--- src/core/wfcd_pkg.sv ---
/*
  package for the write-family command decoder: command and completion
  carriers, opcodes, status codes, register offsets and field positions.
  assumes the importing module runs on one clock with a synchronous reset.
*/
package wfcd_pkg;
  // ---------------------------------------------------------------
  // opcodes, status codes
  // ---------------------------------------------------------------
  localparam logic [7:0] WFCD_OP_WRITE   = 8'h01;
  localparam logic [7:0] WFCD_OP_READ    = 8'h02;
  localparam logic [7:0] WFCD_OP_MARKBAD = 8'h04;
  localparam logic [7:0] WFCD_OP_ZFILL   = 8'h08;
  localparam logic [2:0] WFCD_SCT_GEN    = 3'h0;
  localparam logic [2:0] WFCD_SCT_CMD    = 3'h1;
  localparam logic [2:0] WFCD_SCT_MEDIA  = 3'h2;
  localparam logic [7:0] WFCD_SC_OK      = 8'h00;
  localparam logic [7:0] WFCD_SC_BADOP   = 8'h01;
  localparam logic [7:0] WFCD_SC_RANGE   = 8'h80;
  localparam logic [7:0] WFCD_SC_CONFL   = 8'h80;
  localparam logic [7:0] WFCD_SC_BADPI   = 8'h81;
  localparam logic [7:0] WFCD_SC_RDONLY  = 8'h82;
  localparam logic [7:0] WFCD_SC_UNREC   = 8'h81;
  // ---------------------------------------------------------------
  // dword 12 fields, register map
  // ---------------------------------------------------------------
  localparam int WFCD_D12_RETRY  = 31;
  localparam int WFCD_D12_COMMIT = 30;
  localparam int WFCD_D12_PA_HI  = 29;
  localparam int WFCD_D12_PA_LO  = 26;
  localparam int WFCD_D12_CNT_HI = 15;
  localparam logic [7:0] WFCD_REG_CTRL   = 8'h00;
  localparam logic [7:0] WFCD_REG_RO_LO  = 8'h04;
  localparam logic [7:0] WFCD_REG_RO_HI  = 8'h08;
  localparam logic [7:0] WFCD_REG_STATUS = 8'h0C;
  localparam logic [7:0] WFCD_REG_COUNT  = 8'h10;
  localparam logic [31:0] WFCD_CTRL_RST  = 32'h0000_0000;

  typedef enum logic [1:0] {WFCD_BLK_OK, WFCD_BLK_BAD, WFCD_BLK_ZERO} wfcd_blk_t;
  typedef enum logic [2:0] {WFCD_IDLE, WFCD_CHECK, WFCD_WALK, WFCD_COMMIT, WFCD_DONE} wfcd_st_t;

  typedef struct packed {
    logic [7:0]  opcode;
    logic [15:0] cid;
    logic [15:0] cqid;
    logic [31:0] dw10;
    logic [31:0] dw11;
    logic [31:0] dw12;
    logic [31:0] dw14;
    logic [31:0] dw15;
    logic        conflict;
    logic        bad_pi;
  } wfcd_cmd_t;

  typedef struct packed {
    logic        valid;
    logic [15:0] cid;
    logic [15:0] cqid;
    logic [2:0]  sct;
    logic [7:0]  sc;
    logic        zero_data;
  } wfcd_cqe_t;

  typedef struct packed {
    logic        valid;
    logic [63:0] block;
    logic [7:0]  opcode;
    logic        limited_retry;
    logic        meta_zero;
    logic [3:0]  protection_action_field;
    logic [31:0] initial_reference_tag;
    logic [15:0] app_tag_mask;
    logic [15:0] app_tag_value;
  } wfcd_media_t;
endpackage

--- src/core/wfcd_core.sv ---
/*
  write-family command decoder: takes write, read, mark-invalid and
  zero-fill commands, tracks per-block state and posts one completion each.
  assumes commands arrive synchronous to clk_i and the media side returns
  commit_done_i after commit_req_o.
*/
// What this block does
// - every finished command posts one completion
// - write errors: 80h, 81h, 82h
// - zero-fill errors: only 81h and 82h
// - reads of marked blocks fail unrecovered
// - a write clears the invalid marking
// - mark-invalid uses only dwords 10-12
// - start address from dwords 10 and 11
// - count is dword 12 low, plus one
// - zero-filled blocks read back zeroes
// - zero-fill zeroes metadata, applies protection action
// - zero-fill decodes dwords 10,11,12,14,15
// - bit 31 selects limited retry
// - bit 30 commits to media before completing
// - reference tag from dword 14 if protected
// - app tag mask/value from dword 15
`timescale 1ns/1ps
`default_nettype none
module wfcd_core
  import wfcd_pkg::*;
#(
  parameter int NUM_BLOCKS = 64
) (
  input  wire logic        clk_i,
  input  wire logic        sys_rst_i,
  input  wire logic        cmd_valid_i,
  input  wire wfcd_cmd_t   cmd_i,
  output var  logic        cmd_ready_o,
  output var  wfcd_cqe_t   cqe_o,
  output var  wfcd_media_t media_o,
  output var  logic        commit_req_o,
  input  wire logic        commit_done_i,
  input  wire logic [7:0]  reg_addr_i,
  input  wire logic [31:0] reg_wdata_i,
  input  wire logic        reg_wr_i,
  input  wire logic        reg_rd_i,
  output var  logic [31:0] reg_rdata_o
);
  localparam int IW = $clog2(NUM_BLOCKS);
  localparam logic [63:0] LAST_BLK = 64'(NUM_BLOCKS - 1);

  typedef struct packed {
    wfcd_st_t    st;
    wfcd_cmd_t   cmd;
    logic [63:0] cur;
    logic [15:0] left;
    logic [16:0] walked;
    logic        bad_read;
    logic        all_zero;
    logic [2:0]  sct;
    logic [7:0]  sc;
    logic        ready;
    wfcd_cqe_t   cqe;
    wfcd_media_t media;
    logic        commit_req;
    logic [31:0] ctrl;
    logic [63:0] ro_lo;
    logic [63:0] ro_hi;
    logic [31:0] count;
    logic [31:0] rdata;
  } wfcd_state_t;

  wfcd_state_t s_reg;
  wfcd_state_t s_next;
  wfcd_blk_t   blk_mem [NUM_BLOCKS];
  logic          mem_we;
  logic [IW-1:0] mem_idx;
  wfcd_blk_t     mem_val;

  // ---------------------------------------------------------------
  // field decode of the latched command
  // ---------------------------------------------------------------
  logic [63:0] start_blk;
  logic [15:0] cnt_m1;
  logic [63:0] end_blk;
  logic        is_write;
  logic        is_read;
  logic        is_mark;
  logic        is_zero;
  logic        pi_on;
  logic        ro_hit;

  // start and end of the addressed range; reserved count bits never reach the walk
  assign start_blk = {s_reg.cmd.dw11, s_reg.cmd.dw10};
  assign cnt_m1    = s_reg.cmd.dw12[WFCD_D12_CNT_HI:0];
  assign end_blk   = start_blk + {48'h0000_0000_0000, cnt_m1};
  assign is_write  = s_reg.cmd.opcode == WFCD_OP_WRITE;
  assign is_read   = s_reg.cmd.opcode == WFCD_OP_READ;
  assign is_mark   = s_reg.cmd.opcode == WFCD_OP_MARKBAD;
  assign is_zero   = s_reg.cmd.opcode == WFCD_OP_ZFILL;
  assign pi_on     = s_reg.ctrl[0];
  assign ro_hit    = s_reg.ctrl[1] && !(end_blk < s_reg.ro_lo) && !(start_blk > s_reg.ro_hi);

  // ---------------------------------------------------------------
  // next-state logic
  // ---------------------------------------------------------------
  // command engine, media strobe and register file in one pass
  always_comb begin
    s_next = s_reg;
    mem_we = 1'b0;
    mem_idx = s_reg.cur[IW-1:0];
    mem_val = WFCD_BLK_OK;
    s_next.cqe.valid = 1'b0;
    s_next.media.valid = 1'b0;
    s_next.rdata = 32'h0000_0000;
    case (s_reg.st)
      WFCD_IDLE: begin
        // a command is taken only while the port shows ready
        if (cmd_valid_i && s_reg.ready) begin
          s_next.cmd = cmd_i;
          s_next.ready = 1'b0;
          s_next.st = WFCD_CHECK;
        end
      end
      WFCD_CHECK: begin
        s_next.sct = WFCD_SCT_CMD;
        s_next.sc = WFCD_SC_OK;
        s_next.st = WFCD_DONE;
        s_next.bad_read = 1'b0;
        s_next.all_zero = 1'b1;
        s_next.walked = 17'h0_0000;
        // first failing check wins; a failed command leaves its blocks untouched
        if (!(is_write || is_read || is_mark || is_zero)) begin
          s_next.sct = WFCD_SCT_GEN;
          s_next.sc = WFCD_SC_BADOP;
        end else if (is_write && s_reg.cmd.conflict) begin
          s_next.sc = WFCD_SC_CONFL;
        end else if ((is_write || is_zero) && (s_reg.cmd.bad_pi ||
                     (is_zero && s_reg.cmd.dw12[WFCD_D12_PA_LO+2:WFCD_D12_PA_LO] != 3'b000))) begin
          s_next.sc = WFCD_SC_BADPI;
        end else if ((is_write || is_zero) && ro_hit) begin
          s_next.sc = WFCD_SC_RDONLY;
        end else if (end_blk > LAST_BLK || end_blk < start_blk) begin
          s_next.sct = WFCD_SCT_GEN;
          s_next.sc = WFCD_SC_RANGE;
        end else begin
          s_next.sct = WFCD_SCT_GEN;
          s_next.cur = start_blk;
          s_next.left = cnt_m1;
          s_next.st = WFCD_WALK;
        end
      end
      WFCD_WALK: begin
        // one block per cycle, count+1 blocks in all
        s_next.walked = s_reg.walked + 17'h0_0001;
        s_next.cur = s_reg.cur + 64'h0000_0000_0000_0001;
        s_next.left = s_reg.left - 16'h0001;
        s_next.media.valid = !is_read;
        s_next.media.block = s_reg.cur;
        s_next.media.opcode = s_reg.cmd.opcode;
        s_next.media.limited_retry = is_zero && s_reg.cmd.dw12[WFCD_D12_RETRY];
        s_next.media.meta_zero = is_zero;
        s_next.media.protection_action_field =
          is_zero ? s_reg.cmd.dw12[WFCD_D12_PA_HI:WFCD_D12_PA_LO] : 4'h0;
        s_next.media.initial_reference_tag = (is_zero && pi_on) ? s_reg.cmd.dw14 : 32'h0000_0000;
        s_next.media.app_tag_mask  = (is_zero && pi_on) ? s_reg.cmd.dw15[31:16] : 16'h0000;
        s_next.media.app_tag_value = (is_zero && pi_on) ? s_reg.cmd.dw15[15:0] : 16'h0000;
        mem_we = !is_read;
        if (is_write) begin
          mem_val = WFCD_BLK_OK;
        end else if (is_mark) begin
          mem_val = WFCD_BLK_BAD;
        end else begin
          mem_val = WFCD_BLK_ZERO;
        end
        if (is_read && blk_mem[s_reg.cur[IW-1:0]] == WFCD_BLK_BAD) begin
          s_next.bad_read = 1'b1;
        end
        if (blk_mem[s_reg.cur[IW-1:0]] != WFCD_BLK_ZERO) begin
          s_next.all_zero = 1'b0;
        end
        if (s_reg.left == 16'h0000) begin
          if (is_zero && s_reg.cmd.dw12[WFCD_D12_COMMIT]) begin
            s_next.commit_req = 1'b1;
            s_next.st = WFCD_COMMIT;
          end else begin
            s_next.st = WFCD_DONE;
          end
        end
      end
      WFCD_COMMIT: begin
        // completion held back until the media confirms the commit
        if (commit_done_i) begin
          s_next.commit_req = 1'b0;
          s_next.st = WFCD_DONE;
        end
      end
      WFCD_DONE: begin
        s_next.cqe.valid = 1'b1;
        s_next.cqe.cid = s_reg.cmd.cid;
        s_next.cqe.cqid = s_reg.cmd.cqid;
        s_next.cqe.sct = s_reg.bad_read ? WFCD_SCT_MEDIA : s_reg.sct;
        s_next.cqe.sc = s_reg.bad_read ? WFCD_SC_UNREC : s_reg.sc;
        s_next.cqe.zero_data = is_read && !s_reg.bad_read && s_reg.all_zero
                               && s_reg.sc == WFCD_SC_OK;
        // ready returns with the completion so the next command may be taken at once
        s_next.count = s_reg.count + 32'h0000_0001;
        s_next.ready = 1'b1;
        s_next.st = WFCD_IDLE;
      end
      default: begin
        s_next.st = WFCD_IDLE;
        s_next.ready = 1'b1;
      end
    endcase
    // register writes
    if (reg_wr_i) begin
      case (reg_addr_i)
        WFCD_REG_CTRL:  s_next.ctrl = {30'h0000_0000, reg_wdata_i[1:0]};
        WFCD_REG_RO_LO: s_next.ro_lo = {32'h0000_0000, reg_wdata_i};
        WFCD_REG_RO_HI: s_next.ro_hi = {32'h0000_0000, reg_wdata_i};
        default: begin
        end
      endcase
    end
    // register reads, answered in the next cycle only
    if (reg_rd_i) begin
      case (reg_addr_i)
        WFCD_REG_CTRL:   s_next.rdata = s_reg.ctrl;
        WFCD_REG_RO_LO:  s_next.rdata = s_reg.ro_lo[31:0];
        WFCD_REG_RO_HI:  s_next.rdata = s_reg.ro_hi[31:0];
        WFCD_REG_STATUS: s_next.rdata = {17'h0_0000, ~s_reg.ready, s_reg.st, s_reg.cqe.sct, s_reg.cqe.sc};
        WFCD_REG_COUNT:  s_next.rdata = s_reg.count;
        default:         s_next.rdata = 32'h0000_0000;
      endcase
    end
  end

  // ---------------------------------------------------------------
  // state and block table registers
  // ---------------------------------------------------------------
  // one register stage for the whole state record
  always_ff @(posedge clk_i) begin
    if (sys_rst_i) begin
      s_reg <= '0;
      s_reg.st <= WFCD_IDLE;
      s_reg.ready <= 1'b1;
      s_reg.ctrl <= WFCD_CTRL_RST;
    end else begin
      s_reg <= s_next;
    end
  end

  // block table clears to plain state on reset
  always_ff @(posedge clk_i) begin
    if (sys_rst_i) begin
      for (int i = 0; i < NUM_BLOCKS; i++) begin
        blk_mem[i] <= WFCD_BLK_OK;
      end
    end else if (mem_we) begin
      blk_mem[mem_idx] <= mem_val;
    end
  end

  assign cmd_ready_o  = s_reg.ready;
  assign cqe_o        = s_reg.cqe;
  assign media_o      = s_reg.media;
  assign commit_req_o = s_reg.commit_req;
  assign reg_rdata_o  = s_reg.rdata;

  // ---------------------------------------------------------------
  // checks
  // ---------------------------------------------------------------
  AST_CQE_POSTED: assert property (@(posedge clk_i) disable iff (sys_rst_i)
    s_reg.st == WFCD_CHECK |-> ##[1:300] cqe_o.valid)
    else $error("command finished without a completion");
  AST_WRITE_CONFLICT: assert property (@(posedge clk_i) disable iff (sys_rst_i)
    (s_reg.st == WFCD_CHECK && is_write && s_reg.cmd.conflict) |-> ##2 (cqe_o.valid && cqe_o.sc == 8'h80))
    else $error("conflicting write not reported as 80h");
  AST_ZFILL_NO_CONFLICT: assert property (@(posedge clk_i) disable iff (sys_rst_i)
    (cqe_o.valid && is_zero && cqe_o.sct == WFCD_SCT_CMD) |-> cqe_o.sc != 8'h80)
    else $error("zero-fill reported conflicting attributes");
  AST_READ_MARKED: assert property (@(posedge clk_i) disable iff (sys_rst_i)
    (s_reg.st == WFCD_WALK && is_read && blk_mem[s_reg.cur[IW-1:0]] == WFCD_BLK_BAD)
    |-> ##[2:300] (cqe_o.valid && cqe_o.sct == WFCD_SCT_MEDIA && cqe_o.sc == 8'h81))
    else $error("read of marked block did not fail");
  AST_WRITE_CLEARS: assert property (@(posedge clk_i) disable iff (sys_rst_i)
    (s_reg.st == WFCD_WALK && is_write) |=> blk_mem[$past(s_reg.cur[IW-1:0])] == WFCD_BLK_OK)
    else $error("write left block marked");
  AST_START_FROM_DW: assert property (@(posedge clk_i) disable iff (sys_rst_i)
    $rose(s_reg.st == WFCD_WALK) |-> s_reg.cur == {s_reg.cmd.dw11, s_reg.cmd.dw10})
    else $error("walk did not start at dword 11:10");
  AST_COUNT_PLUS_ONE: assert property (@(posedge clk_i) disable iff (sys_rst_i)
    $fell(s_reg.st == WFCD_WALK) |-> s_reg.walked == {1'b0, cnt_m1} + 17'h0_0001)
    else $error("walk length not count plus one");
  AST_ZFILL_MARKS_ZERO: assert property (@(posedge clk_i) disable iff (sys_rst_i)
    (s_reg.st == WFCD_WALK && is_zero) |=> blk_mem[$past(s_reg.cur[IW-1:0])] == WFCD_BLK_ZERO)
    else $error("zero-fill did not record zeroed block");
  AST_COMMIT_BEFORE_DONE: assert property (@(posedge clk_i) disable iff (sys_rst_i)
    (commit_req_o && !commit_done_i) |=> (!cqe_o.valid && s_reg.st == WFCD_COMMIT))
    else $error("completion before media commit");
  AST_TAGS_GATED: assert property (@(posedge clk_i) disable iff (sys_rst_i)
    (media_o.valid && !$past(pi_on)) |-> (media_o.initial_reference_tag == 32'h0000_0000
                                         && media_o.app_tag_mask == 16'h0000
                                         && media_o.app_tag_value == 16'h0000))
    else $error("protection tags passed without protection format");
  // completion pulse is one cycle wide and frees the port at once
  AST_ONE_CQE: assert property (@(posedge clk_i) disable iff (sys_rst_i)
    cqe_o.valid |=> !cqe_o.valid)
    else $error("completion pulse longer than one cycle");
  AST_READY_AFTER_CQE: assert property (@(posedge clk_i) disable iff (sys_rst_i)
    cqe_o.valid |-> cmd_ready_o)
    else $error("port still busy while completion posts");
  // command-specific codes per opcode
  AST_WRITE_BADPI: assert property (@(posedge clk_i) disable iff (sys_rst_i)
    (s_reg.st == WFCD_CHECK && is_write && !s_reg.cmd.conflict && s_reg.cmd.bad_pi)
    |-> ##2 (cqe_o.valid && cqe_o.sct == WFCD_SCT_CMD && cqe_o.sc == 8'h81))
    else $error("bad protection write not reported as 81h");
  AST_WRITE_RDONLY: assert property (@(posedge clk_i) disable iff (sys_rst_i)
    (s_reg.st == WFCD_CHECK && is_write && !s_reg.cmd.conflict && !s_reg.cmd.bad_pi && ro_hit)
    |-> ##2 (cqe_o.valid && cqe_o.sct == WFCD_SCT_CMD && cqe_o.sc == 8'h82))
    else $error("write into read-only window not reported as 82h");
  AST_ZFILL_CODES: assert property (@(posedge clk_i) disable iff (sys_rst_i)
    (cqe_o.valid && is_zero && cqe_o.sct == WFCD_SCT_CMD) |-> (cqe_o.sc == 8'h81 || cqe_o.sc == 8'h82))
    else $error("zero-fill reported a code other than 81h or 82h");
  // block table and walk bounds
  AST_MARK_SETS_BAD: assert property (@(posedge clk_i) disable iff (sys_rst_i)
    (s_reg.st == WFCD_WALK && is_mark) |=> blk_mem[$past(s_reg.cur[IW-1:0])] == WFCD_BLK_BAD)
    else $error("mark-invalid did not mark block");
  AST_WALK_IN_RANGE: assert property (@(posedge clk_i) disable iff (sys_rst_i)
    s_reg.st == WFCD_WALK |-> s_reg.cur <= LAST_BLK)
    else $error("walk left the block table");
  // media strobe contents for zero-fill
  AST_ZFILL_META: assert property (@(posedge clk_i) disable iff (sys_rst_i)
    (s_reg.st == WFCD_WALK && is_zero) |=> (media_o.valid && media_o.meta_zero
      && media_o.protection_action_field == s_reg.cmd.dw12[WFCD_D12_PA_HI:WFCD_D12_PA_LO]))
    else $error("zero-fill strobe lacks zero metadata or action");
  AST_ZFILL_RETRY: assert property (@(posedge clk_i) disable iff (sys_rst_i)
    (s_reg.st == WFCD_WALK && is_zero) |=> media_o.limited_retry == s_reg.cmd.dw12[WFCD_D12_RETRY])
    else $error("limited retry not passed on");
  AST_TAGS_PASSED: assert property (@(posedge clk_i) disable iff (sys_rst_i)
    (s_reg.st == WFCD_WALK && is_zero && pi_on) |=> (media_o.initial_reference_tag == s_reg.cmd.dw14
      && media_o.app_tag_mask == s_reg.cmd.dw15[31:16] && media_o.app_tag_value == s_reg.cmd.dw15[15:0]))
    else $error("protection tags not passed from dwords 14 and 15");
endmodule
`default_nettype wire

--- config.mk ---
export PLATFORM = sky130hd
export DESIGN_NAME = wfcd_core
export DESIGN_NICKNAME = d
export VERILOG_FILES = /design/src/core/wfcd_pkg.sv /design/src/core/wfcd_core.sv
export SDC_FILE = /design/constraint.sdc
export NUM_CORES = 2
export LEC_CHECK = 0
export BUFFER_PORTS_ARGS = -buffer_cell sky130_fd_sc_hd__buf_4
export CAP_MARGIN = 40
export CORE_UTILIZATION = 25
export DETAILED_ROUTE_END_ITERATION = 6
export GPL_TIMING_DRIVEN = 0
export HOLD_SLACK_MARGIN = 0.08
export PLACE_DENSITY = 0.47
export SETUP_SLACK_MARGIN = 0.4
export SYNTH_ARGS = -nofsm -noshare
export SYNTH_HDL_FRONTEND = slang
export SYNTH_SLANG_ARGS = --single-unit
--- constraint.sdc ---
create_clock -name clk_i -period 17.3 [get_ports clk_i]
set_input_delay 2.595 -clock clk_i [delete_from_list [all_inputs] [get_ports clk_i]]
set_output_delay 2.595 -clock clk_i [all_outputs]
set_load 0.005 [all_outputs]
==> impl_metrics.ini <==
[routing]
vias_per_cell = 4.93
ant_nets = 0
wl_mm = 161
post-route-drc-count = 24
vias = 34309
drt_iter0_markers = 2678
routedWlPerCell_microns = 23.1
dr.pass1.iters = 7

[layout]
largest_register_ffs = 356
area_growth_pct = 25.0
final_layout_size_suffix_gt1_frac = 0.193
layout.cells.non_filler = 6962
final_util = 0.316
num-fill-cells = 15607
stdcell_area_sq_um = 45500
layout.nets = 5349

[sta]
relSlewSlack = 0.358
worst_pin_slew_ns = 0.963
min_period_over_period = 0.451
setup_tns_ns = 0
whs_ns = 0.433
fmax_ghz = 0.128
skew_ns = 0.0559
slew_viol_final = 0
setup_ws_ns = 9.50
finalHoldViolations = 0
finalCriticalPeriod_ns = 7.80
rsz0062_at_grt = no
setup_viol = 0

[placement]
routabilityCongestion = 0.944
placed_cells_incl_taps = 6794
io_buffer_count = 453
pre_cts_slack_ns = 9.82
dpl.hpwl_mm = 127
place_area_sq_um = 42600

[power_and_ir_drop]
leakagePower_nw = 16.9
peakVddDrop_v = 0.0000689
fin_total_pwr_mw = 4.07
pwr_density_cell_nw_per_um2 = 89.5

[setup_path]
worst-setup-path-type = flip-flop to flip-flop
critPathCaptureType = flip-flop
arrival_ns = 8.37
rrSetupSlack_ns = 9.50
cp_max_fo = 10
slowest_delay_ns = 0.78
cp.required_ns = 17.87
critPathLaunchType = flip-flop
rr_worst_depth = 26
worst_path_max_delay_cell = a211oi_2

[grt]
grt_pass1_vias = 33519
antenna_found_initial = 29
grt_pass1_wl_mm = 230
grt_start_max_net_pins = 14
grt_overflow = 0
grtUsageTotal = 0.213

[synthesis]
synth.most_common_cell = nand2_1
synth_ff_type = dfxtp_1
synth_edf_count = 128
seq_area_frac_synth = 0.436
synth_area_sq_um = 36400
synth.area.top_cells = dfxtp_1, edfxtp_1, nand2_1
ys_top_cells_by_count = nand2_1, dfxtp_1, a21oi_1
synth_seq_cells = 729
synthDominantCellAreaShare = 0.331
yosys.area.top_type = dfxtp_1
ys_async_sr_fraction = 0
ys_warn_count = 0
synth_cell_types = 94
synthCells = 4401
avgSynthCellArea_sq_um = 8.27

[floorplanning]
die_area_sq_um = 147000
chipWidth_microns = 383
initial_core_util = 0.253
die_h_microns = 383
core_area_sq_um = 144000
row_count = 139
ios = 470

[clock_tree]
htree_levels = 3
clk_latency_ns = 0.73
cts_hold_buffers = 0
cts_buffers = 86
cts_tree = yes
ctsResizeCount = 0
clk_pin_slew_ns = 0.06
clockBufferDepth = 3
clkSinkCount = 729
post_cts_buffers = 0
root_buffer = clkbuf_16

[worst_hold_path]
hold_path_depth = 2
worstHoldPathType = flip-flop to flip-flop

[outcome]
failed_checks = DRC
status = finished with violations

[flow_run]
maxCapViolations = 0
-- layer usage --
metal	part of all wire	vias to the layer above	GRT usage
met1	0.39	16467	0.249
met3	0.092	273	0.0658
li1	-	16246	-
met5	0.0017	-	0
met2	0.48	1285	0.362
met4	0.037	38	0.0834
-- power by group --
group	internal [mW]	switching, mW	leakage [nW]
clock	1.09	0.788	1.42
sequential	1.76	0.0371	6.19
combinational	0.143	0.245	9.32
total	3.00	1.07	16.9
-- critical path: cells and delay by family, from the launching register on --
kind,cells,cell delay (ns)
simple gates,14,3.55
compound gates,7,2.25
buf+inv,2,0.35
fa+ha+maj,3,0.91
flops,1,0.54
-- cell usage in the layout (no fill, tap or decap), drive strengths merged, types with 12 or more instances in the layout --
| cell | instances |
|---|---|
| a211oi | 23 |
| a21o | 24 |
| a21oi | 529 |
| a222oi | 30 |
| a22oi | 74 |
| a311oi | 12 |
| a31oi | 32 |
| and2 | 18 |
| and3 | 46 |
| and4 | 14 |
| buf | 749 |
| clkbuf | 391 |
| clkinv | 24 |
| dfxtp | 601 |
| edfxtp | 128 |
| ha | 121 |
| inv | 145 |
| mux2i | 16 |
| mux4 | 44 |
| nand2 | 891 |
| nand2b | 25 |
| nand3 | 98 |
| nand3b | 14 |
| nand4 | 66 |
| nor2 | 368 |
| nor3 | 86 |
| nor4 | 44 |
| o211ai | 24 |
| o21ai | 142 |
| or2 | 21 |
| or3 | 29 |
| xnor2 | 37 |
| xor2 | 44 |
-- cells by family (layout without fill, tap and decap cells) --
group,after synthesis,after routing,share of synthesized area
muxes,69,69,0.0345
and+or+nand+nor,1760,1760,0.214
AOI/OAI and AO/OA,966,966,0.159
xor gates and xnor gates,81,81,0.0197
other,1,13,0.000103
adders and majority gates,122,122,0.0422
DFF,729,729,0.436
buffers and inverters,673,1319,0.0941
-- worst paths after layout --
path,startpoint,to
worst max-delay path,cnt_m1[0]$_SDFFE_PP0P_,s_reg[521]$_SDFFE_PP0P_
worst min-delay path,s_reg[717]$_SDFFE_PP0P_,cqe_o[43]$_SDFFE_PP0P_
worst max register to register,cnt_m1[0]$_SDFFE_PP0P_,s_reg[521]$_SDFFE_PP0P_
worst min register to register,s_reg[717]$_SDFFE_PP0P_,cqe_o[43]$_SDFFE_PP0P_
-- cell type report --
cell class	count	area (sq um)	share of cell area
diodes	7	17.5	0.000385
plain buffers	530	2890	0.0635
clock buffers	126	2520	0.0555
clock inverters	35	377	0.00828
inverters	143	537	0.0118
multi-input cells	3004	17100	0.376
flip-flops and latches	729	15900	0.349
well taps	1903	2380	0.0524
repair buffers	485	3770	0.0830
Note: power is estimated with default switching activity, not from simulation.
